===== src/include/pccs_pkg.sv =====
/*
 * Shared constants for the configuration control sideband block:
 * register offsets, field positions, reset values, function encoding.
 * Assumes a 32-bit Avalon-MM slave with word addressing in bytes.
 */
package pccs_pkg;

    // ==========================================================
    // Register byte offsets
    // ==========================================================
    localparam logic [7:0] REG_CTRL       = 8'h00;
    localparam logic [7:0] REG_STATUS     = 8'h04;
    localparam logic [7:0] REG_DSN_LO     = 8'h08;
    localparam logic [7:0] REG_DSN_HI     = 8'h0c;
    localparam logic [7:0] REG_FUNC_SEL   = 8'h10;
    localparam logic [7:0] REG_FUNC_DATA  = 8'h14;
    localparam logic [7:0] REG_BUS_ID     = 8'h18;

    // ==========================================================
    // Field positions
    // ==========================================================
    localparam int CTRL_ROOT_PORT   = 0;
    localparam int CTRL_DOWNSTREAM  = 1;
    localparam int CTRL_HOT_RST_EP  = 2;
    localparam int ST_HOT_RST_LTSSM = 0;
    localparam int ST_HOT_RST_OUT   = 1;
    localparam int ST_CFG_ENABLED   = 2;
    localparam int ST_REQ_BUSY      = 3;
    localparam int ST_CRS_COUNT_LSB = 8;

    // ==========================================================
    // Reset values and encodings
    // ==========================================================
    localparam logic [31:0] CTRL_RESET    = 32'h0000_0000;
    localparam logic [31:0] UNMAPPED_DATA = 32'hdead_beef;
    localparam logic [2:0]  NUM_PF        = 3'h2;
    localparam int          FUNC_COUNT    = 8;
    localparam int          STATUS_WIDTH  = 16;
    localparam int          BUS_ID_WIDTH  = 8;
    localparam int          DSN_WIDTH     = 64;
    localparam logic [1:0]  UPDATE_LAT    = 2'h2;

    typedef enum logic [1:0]
    {
        PCCS_CPL_NONE,
        PCCS_CPL_SUCCESS,
        PCCS_CPL_CRS
    } pccs_cpl_t;

endpackage : pccs_pkg


===== src/pccs_sideband.sv =====
/*
 * Configuration control sideband of a PCI Express core: hot reset,
 * configuration enable and retry completions, per-function output
 * handshake, device serial number capture, downstream bus id.
 * Assumes user logic on i_clock; registers on Avalon-MM with waitrequest.
 */
// Register access over Avalon-MM and the register offsets are this design's own decisions.
`timescale 1ns/1ps
module pccs_sideband (
    input  wire logic        i_clock,
    input  wire logic        i_rst,
    // Avalon-MM slave
    input  wire logic [7:0]  i_avs_address,
    input  wire logic        i_avs_read,
    input  wire logic        i_avs_write,
    input  wire logic [31:0] i_avs_writedata,
    input  wire logic [3:0]  i_avs_byteenable,
    output logic      [31:0] o_avs_readdata,
    output logic             o_avs_waitrequest,
    // Sideband
    input  wire logic        i_hot_reset_req,
    input  wire logic        i_cfg_space_enable,
    input  wire logic [2:0]  i_func_number,
    input  wire logic        i_func_out_req,
    input  wire logic [63:0] i_serial_number,
    input  wire logic        i_cfg_input_update,
    input  wire logic [7:0]  i_downstream_bus_id_in,
    input  wire logic        i_cfg_req,
    input  wire logic        i_gen_tlp,
    output logic             o_hot_reset_out,
    output logic             o_ltssm_hot_reset,
    output logic             o_func_update_done,
    output logic [15:0]      o_func_status,
    output logic             o_func_is_virtual,
    output logic [31:0]      o_dsn_lower,
    output logic [31:0]      o_dsn_upper,
    output logic [7:0]       o_gen_req_bus,
    output logic             o_gen_valid,
    output logic             o_cpl_valid,
    output logic             o_cpl_crs
);

    // ==========================================================
    // Declarations
    // ==========================================================
    typedef enum logic [1:0] {PCCS_IDLE, PCCS_FETCH, PCCS_DONE} pccs_req_state_t;

    pccs_req_state_t     req_state_reg;
    logic [1:0]          req_wait_reg;
    logic [2:0]          req_func_reg;
    logic [31:0]         ctrl_reg;
    logic [2:0]          sel_func_reg;
    logic [15:0]         func_wdata_reg;
    logic                func_we_reg;
    logic                access_reg;
    logic [15:0]         rd_status;
    pccs_pkg::pccs_cpl_t cpl;
    logic [7:0]          crs_count;
    logic                root_port;
    logic                downstream;
    logic [2:0]          rd_func;

    assign root_port  = ctrl_reg[pccs_pkg::CTRL_ROOT_PORT];
    assign downstream = ctrl_reg[pccs_pkg::CTRL_DOWNSTREAM];
    assign rd_func    = (req_state_reg == PCCS_IDLE) ? i_func_number : req_func_reg;

    function automatic logic [31:0] merge_bytes(input logic [31:0] old_val,
                                                input logic [31:0] new_val,
                                                input logic [3:0]  be);
        logic [31:0] r;
        r = old_val;
        for (int b = 0; b < 4; b++)
        begin
            if (be[b])
            begin
                r[b*8 +: 8] = new_val[b*8 +: 8];
            end
        end
        return r;
    endfunction : merge_bytes

    // ==========================================================
    // Sub-blocks
    // ==========================================================
    pccs_func_store #(
        .WIDTH (pccs_pkg::STATUS_WIDTH),
        .DEPTH (pccs_pkg::FUNC_COUNT)
    ) u_store (
        .i_clock   (i_clock),
        .i_rst     (i_rst),
        .i_wr_en   (func_we_reg),
        .i_wr_func (sel_func_reg),
        .i_wr_data (func_wdata_reg),
        .i_rd_func (rd_func),
        .o_rd_data (rd_status)
    );

    pccs_cfg_responder u_resp (
        .i_clock      (i_clock),
        .i_rst        (i_rst),
        .i_root_port  (root_port),
        .i_cfg_enable (i_cfg_space_enable),
        .i_cfg_req    (i_cfg_req),
        .o_cpl        (cpl),
        .o_crs_count  (crs_count)
    );

    always_ff @(posedge i_clock)
    begin
        if (i_rst)
        begin
            o_cpl_valid <= 1'b0;
            o_cpl_crs   <= 1'b0;
        end
        else
        begin
            o_cpl_valid <= (cpl != pccs_pkg::PCCS_CPL_NONE);
            o_cpl_crs   <= (cpl == pccs_pkg::PCCS_CPL_CRS);
        end
    end

    // ==========================================================
    // Hot reset
    // ==========================================================
    always_ff @(posedge i_clock)
    begin
        if (i_rst)
        begin
            o_ltssm_hot_reset <= 1'b0;
            o_hot_reset_out   <= 1'b0;
        end
        else
        begin
            o_ltssm_hot_reset <= root_port && i_hot_reset_req;
            o_hot_reset_out   <= !root_port && ctrl_reg[pccs_pkg::CTRL_HOT_RST_EP];
        end
    end

    // ==========================================================
    // Per-function request handshake
    // ==========================================================
    always_ff @(posedge i_clock)
    begin
        if (i_rst)
        begin
            req_state_reg      <= PCCS_IDLE;
            req_wait_reg       <= 2'h0;
            req_func_reg       <= 3'h0;
            o_func_update_done <= 1'b0;
            o_func_status      <= 16'h0000;
            o_func_is_virtual  <= 1'b0;
        end
        else
        begin
            o_func_update_done <= 1'b0;
            unique case (req_state_reg)
                PCCS_IDLE:
                begin
                    if (i_func_out_req)
                    begin
                        req_func_reg  <= i_func_number;
                        req_wait_reg  <= pccs_pkg::UPDATE_LAT;
                        req_state_reg <= PCCS_FETCH;
                    end
                end
                PCCS_FETCH:
                begin
                    if (req_wait_reg == 2'h1)
                    begin
                        o_func_status     <= rd_status;
                        o_func_is_virtual <= (req_func_reg >= pccs_pkg::NUM_PF);
                        req_state_reg     <= PCCS_DONE;
                    end
                    req_wait_reg <= req_wait_reg - 2'h1;
                end
                PCCS_DONE:
                begin
                    o_func_update_done <= 1'b1;
                    req_state_reg      <= PCCS_IDLE;
                end
                default:
                begin
                    req_state_reg <= PCCS_IDLE;
                end
            endcase
        end
    end

    // ==========================================================
    // Serial number capture
    // ==========================================================
    always_ff @(posedge i_clock)
    begin
        if (i_rst)
        begin
            o_dsn_lower <= 32'h0000_0000;
            o_dsn_upper <= 32'h0000_0000;
        end
        else if (i_cfg_input_update)
        begin
            o_dsn_lower <= i_serial_number[31:0];
            o_dsn_upper <= i_serial_number[63:32];
        end
    end

    // ==========================================================
    // Internally generated requester bus
    // ==========================================================
    always_ff @(posedge i_clock)
    begin
        if (i_rst)
        begin
            o_gen_req_bus <= 8'h00;
            o_gen_valid   <= 1'b0;
        end
        else
        begin
            o_gen_valid <= i_gen_tlp;
            if (i_gen_tlp && downstream)
            begin
                o_gen_req_bus <= i_downstream_bus_id_in;
            end
            else if (i_gen_tlp)
            begin
                o_gen_req_bus <= 8'h00;
            end
        end
    end

    // ==========================================================
    // Avalon-MM slave
    // ==========================================================
    always_ff @(posedge i_clock)
    begin
        if (i_rst)
        begin
            access_reg        <= 1'b0;
            o_avs_waitrequest <= 1'b1;
            o_avs_readdata    <= 32'h0000_0000;
            ctrl_reg          <= pccs_pkg::CTRL_RESET;
            sel_func_reg      <= 3'h0;
            func_wdata_reg    <= 16'h0000;
            func_we_reg       <= 1'b0;
        end
        else
        begin
            func_we_reg       <= 1'b0;
            o_avs_waitrequest <= 1'b1;
            access_reg        <= 1'b0;
            if ((i_avs_read || i_avs_write) && !access_reg)
            begin
                access_reg        <= 1'b1;
                o_avs_waitrequest <= 1'b0;
                if (i_avs_write)
                begin
                    unique case (i_avs_address)
                        pccs_pkg::REG_CTRL:
                            ctrl_reg <= merge_bytes(ctrl_reg, i_avs_writedata, i_avs_byteenable);
                        pccs_pkg::REG_FUNC_SEL:
                            sel_func_reg <= i_avs_writedata[2:0];
                        pccs_pkg::REG_FUNC_DATA:
                        begin
                            func_wdata_reg <= i_avs_writedata[15:0];
                            func_we_reg    <= 1'b1;
                        end
                        default:
                        begin
                        end
                    endcase
                end
                else
                begin
                    unique case (i_avs_address)
                        pccs_pkg::REG_CTRL:
                            o_avs_readdata <= ctrl_reg;
                        pccs_pkg::REG_STATUS:
                            o_avs_readdata <= {16'h0000, crs_count, 4'h0,
                                               req_state_reg != PCCS_IDLE,
                                               i_cfg_space_enable,
                                               o_hot_reset_out,
                                               o_ltssm_hot_reset};
                        pccs_pkg::REG_DSN_LO:
                            o_avs_readdata <= o_dsn_lower;
                        pccs_pkg::REG_DSN_HI:
                            o_avs_readdata <= o_dsn_upper;
                        pccs_pkg::REG_FUNC_SEL:
                            o_avs_readdata <= {29'h0, sel_func_reg};
                        pccs_pkg::REG_FUNC_DATA:
                            o_avs_readdata <= {16'h0000, o_func_status};
                        pccs_pkg::REG_BUS_ID:
                            o_avs_readdata <= {24'h0, o_gen_req_bus};
                        default:
                            o_avs_readdata <= pccs_pkg::UNMAPPED_DATA;
                    endcase
                end
            end
        end
    end

endmodule : pccs_sideband


===== src/pccs_func_store.sv =====
/*
 * Per-function status store: one status word for each of the eight
 * functions (two physical, six virtual), with a selectable read port.
 * Assumes function index already validated to 3 bits.
 */
`timescale 1ns/1ps
module pccs_func_store #(
    parameter int WIDTH = pccs_pkg::STATUS_WIDTH,
    parameter int DEPTH = pccs_pkg::FUNC_COUNT
) (
    input  wire logic                     i_clock,
    input  wire logic                     i_rst,
    input  wire logic                     i_wr_en,
    input  wire logic [$clog2(DEPTH)-1:0] i_wr_func,
    input  wire logic [WIDTH-1:0]         i_wr_data,
    input  wire logic [$clog2(DEPTH)-1:0] i_rd_func,
    output logic      [WIDTH-1:0]         o_rd_data
);

    logic [WIDTH-1:0] store_reg [DEPTH];

    // Elaboration-time size check
    if (DEPTH < 2 || WIDTH < 1)
    begin : g_bad_size
        $error("pccs_func_store: bad size");
    end

    // ==========================================================
    // Storage and read port
    // ==========================================================
    always_ff @(posedge i_clock)
    begin
        if (i_rst)
        begin
            for (int k = 0; k < DEPTH; k++)
            begin
                store_reg[k] <= '0;
            end
        end
        else if (i_wr_en)
        begin
            store_reg[i_wr_func] <= i_wr_data;
        end
    end

    always_ff @(posedge i_clock)
    begin
        if (i_rst)
        begin
            o_rd_data <= '0;
        end
        else
        begin
            o_rd_data <= store_reg[i_rd_func];
        end
    end

endmodule : pccs_func_store


===== src/pccs_cfg_responder.sv =====
/*
 * Configuration request responder: decides the completion status for
 * each incoming configuration request and counts retry answers.
 * Assumes requests arrive as one-cycle pulses.
 */
`timescale 1ns/1ps
module pccs_cfg_responder (
    input  wire logic             i_clock,
    input  wire logic             i_rst,
    input  wire logic             i_root_port,
    input  wire logic             i_cfg_enable,
    input  wire logic             i_cfg_req,
    output pccs_pkg::pccs_cpl_t   o_cpl,
    output logic      [7:0]       o_crs_count
);

    // ==========================================================
    // Completion choice
    // ==========================================================
    always_ff @(posedge i_clock)
    begin
        if (i_rst)
        begin
            o_cpl <= pccs_pkg::PCCS_CPL_NONE;
        end
        else if (!i_cfg_req)
        begin
            o_cpl <= pccs_pkg::PCCS_CPL_NONE;
        end
        else if (i_root_port)
        begin
            o_cpl <= pccs_pkg::PCCS_CPL_SUCCESS;
        end
        else if (!i_cfg_enable)
        begin
            o_cpl <= pccs_pkg::PCCS_CPL_CRS;
        end
        else
        begin
            o_cpl <= pccs_pkg::PCCS_CPL_SUCCESS;
        end
    end

    always_ff @(posedge i_clock)
    begin
        if (i_rst)
        begin
            o_crs_count <= 8'h00;
        end
        else if (i_cfg_req && !i_root_port && !i_cfg_enable && o_crs_count != 8'hff)
        begin
            o_crs_count <= o_crs_count + 8'h01;
        end
    end

endmodule : pccs_cfg_responder


===== config.mk =====
export PLATFORM = sky130hd
export DESIGN_NAME = pccs_sideband
export DESIGN_NICKNAME = d
export VERILOG_FILES = /design/src/include/pccs_pkg.sv /design/src/pccs_sideband.sv /design/src/pccs_func_store.sv /design/src/pccs_cfg_responder.sv
export SDC_FILE = /design/constraint.sdc
export NUM_CORES = 1
export LEC_CHECK = 0
export ABC_AREA = 1
export BUFFER_PORTS_ARGS = -buffer_cell sky130_fd_sc_hd__buf_4
export CORE_MARGIN = 8
export CORE_UTILIZATION = 51
export CTS_CLUSTER_SIZE = 25
export DETAILED_ROUTE_END_ITERATION = 10
export PLACE_DENSITY = 0.79
export SYNTH_ARGS = -nofsm -noshare
export SYNTH_HDL_FRONTEND = slang
export SYNTH_HIERARCHICAL = 1
export SYNTH_SLANG_ARGS = --single-unit

===== constraint.sdc =====
create_clock -name i_clock -period 1.8 [get_ports i_clock]
set_input_delay 0.54 -clock i_clock [delete_from_list [all_inputs] [get_ports i_clock]]
set_output_delay 0.54 -clock i_clock [all_outputs]
set_load 0.02 [all_outputs]

==> reports/metrics.cfg <==
[sta]
relSlewSlack_pct=71.4
hold_viol_final=0
slew_violations=0
layout_min_cycle_time_ps=1760
tns_ps=0
setup_viol=0
worst_pin_slew_ps=427
clock_skew_ps=31.3
fin_crit_sh_pct=98.0
fmax_mhz=567

[placement]
numPortBuffers=256
gp_congestion=0.905
dpl.hpwl_mm=36.0

[final_layout]
final_core_util_pct=64.4
area_growth_pct=25.9
layout_commonest_cell=nand2_1
final_cell_mix=376 x nand2_1, 349 x nor2_1, 324 x buf_4
num-fill-cells=2474
layout-drive-gt1-share_pct=23.8
largest_reg_flops=128
nets=2349

[global_route]
grt_pass1_vias=13400
grt_max_degree=65
antenna_found_initial=2
grt_pass1_wl_mm=73.7
grt_usage_pct=25.6
grt_overflow=0

[drt]
dr_total_vias=14000
drc=0
wire_per_inst_um=18.4
vias_per_cell=5.28
drtAntennaViolNets=0
dr.pass1.iters=5
wl_mm=48.7
drt_iter0_markers=1309

[clock_tree]
clockBufferDepth=3
root_buffer=clkbuf_16
clk_pin_slew_ps=60
insertion_delay_ps=530
numClockSinks=342
cts_made_buffers=36
cts_tree=built
cts_max_level=2

[power_and_ir_drop]
peakVddDrop_v=0.000818
p_leak_nw=8.71
p_int_w=0.0133
p_sw_w=0.00457
pwr-share-comb_pct=12.4
cellPowerDensity_mw_per_mm2=915
clockPowerShare_pct=39.9
switching_share_pct=25.6
p_seq_share_pct=47.8

[worst_setup_path]
start_kind=register
cp-end-kind=register
cp_data_arrival_time_ps=2180
crit_type=reg -> reg
cp_max_fo=32
crit_required_ps=2210

[synthesis]
yosys.area.top_type_share_pct=27.6
syn-num-nets=2059
ys_ff_latch=342
synth.avg_cell_area_sq_um=8.04
synth_edf_count=128
synth.yosys.warnings=6
synth_cells=1928
synthArstFlopShare_pct=0
synth_cell_types=35
yosysTopAreaCell=dfxtp_1
yosys_most_used_dff=dfxtp_1
netlist_area_sq_mm=0.0155
yosysSeqAreaShare_pct=52.5
synth.top_cells.by_area=dfxtp_1 28%, edfxtp_1 25%, nand2_1 9.1%

[outcome]
outcome=finished, final reports clean

[floorplanning]
die_area_sq_mm=0.0362
fp.dieW_um=190
num_io_pins=257
start_util_pct=51.2
die_height_um=190
fp-row-count=64
core_area_sq_mm=0.0303

[worst_hold_path]
hold_class=in -> reg

[run]
maxCapViolations=0

[power by group through the flow]
stage / Sequential [W] / Combinational, W / Clock, W
after global placement: 0.00867 / 0.00210 / 0
final: 0.00852 / 0.00221 / 0.00712
after CTS: 0.00852 / 0.00215 / 0.00719
after floorplan: 0.00881 / 0.000969 / 0
after global routing: 0.00855 / 0.00239 / 0.00748
after detailed placement: 0.00868 / 0.00214 / 0
[worst max-delay path, stage by stage (launching register included)]
cell       delay [ps]
dfxtp_1           370
nor2_2             80
buf_4             160
o21ai_4           210
buf_4             170
clkbuf_16         210
nand2_1            70
nand3_1           100
nand2_1            60
nor2_1            130
nor2_2             80
[final timing paths]
| check | cells after the start | start | slack (ps) | end |
|---|---|---|---|---|
| hold reg to reg | 1 | u_resp/o_cpl[0] | 410 | o_cpl_crs |
| setup reg to reg | 10 | req_state_reg[0] | 40 | u_store/o_rd_data[5] |
| hold / removal | 3 | i_serial_number[52] | 240 | o_dsn_upper[20] |
| setup / recovery | 10 | req_state_reg[0] | 40 | u_store/o_rd_data[5] |
[synth_stat cells (7+ instances only)]
library cell,number
o21a_1,12
nand2_2,23
nand2_1,376
edfxtp_1,128
nor3_1,7
nand2_4,8
buf_2,24
o21ai_0,100
buf_6,18
inv_2,11
nor2_2,17
o21ai_1,41
inv_1,218
nor2_4,19
clkbuf_1,43
nor3_2,30
nor2_1,358
dfxtp_1,214
nand3_1,159
a21oi_1,85
[cell type report]
class | instances | area [sq um] | share of cell area (%)
Timing Repair Buffer | 347 | 2890 | 14.8
Inverter | 238 | 903 | 4.63
Tap cell | 396 | 495 | 2.54
Multi-Input combinational cell | 1253 | 5950 | 30.5
Sequential cell | 342 | 8130 | 41.7
Clock inverter | 17 | 131 | 0.674
Antenna cell | 3 | 7.51 | 0.0385
Clock buffer | 49 | 1000 | 5.14
[stage by stage]
stage               total power (W)  cells  hold slack [ps]  worst slack [ps]  instance area (sq um)
floorplan                   0.00978   1928              392             -55.2                  15500
global placement             0.0108   2574              404             -78.3                  18300
detailed placement           0.0108   2574              401              -116                  18300
CTS                          0.0179   2640              221              35.7                  19400
global route                 0.0184   2644              243             -21.2                  19500
finish                       0.0178   2645              235              35.4                  19500
[metal layers]
layer	vias to the layer above	GRT usage (%)	share of wire [%]
met5	-	0	0
met1	6526	30.8	38
met3	118	4.13	7.9
li1	6683	-	-
met2	641	44.8	50
met4	0	11.2	4.0
[cells by family after synthesis]
family                   after synthesis  share of synthesized area [%]
AND/OR/NAND/NOR                     1011                           30.0
flip-flops                           342                           52.5
buffers and inverters                333                           9.44
AO/OA/AOI/OAI                        240                           7.98
adder cells (fa/ha/maj)                2                          0.161
[repair_timing]
item                                    CTS  global route
gates resized for setup                   0            10
hold buffers                              0             0
endpoints found under the setup margin    0            11
setup buffers                             0             1
No activity file was read; power rests on OpenSTA's default activity.
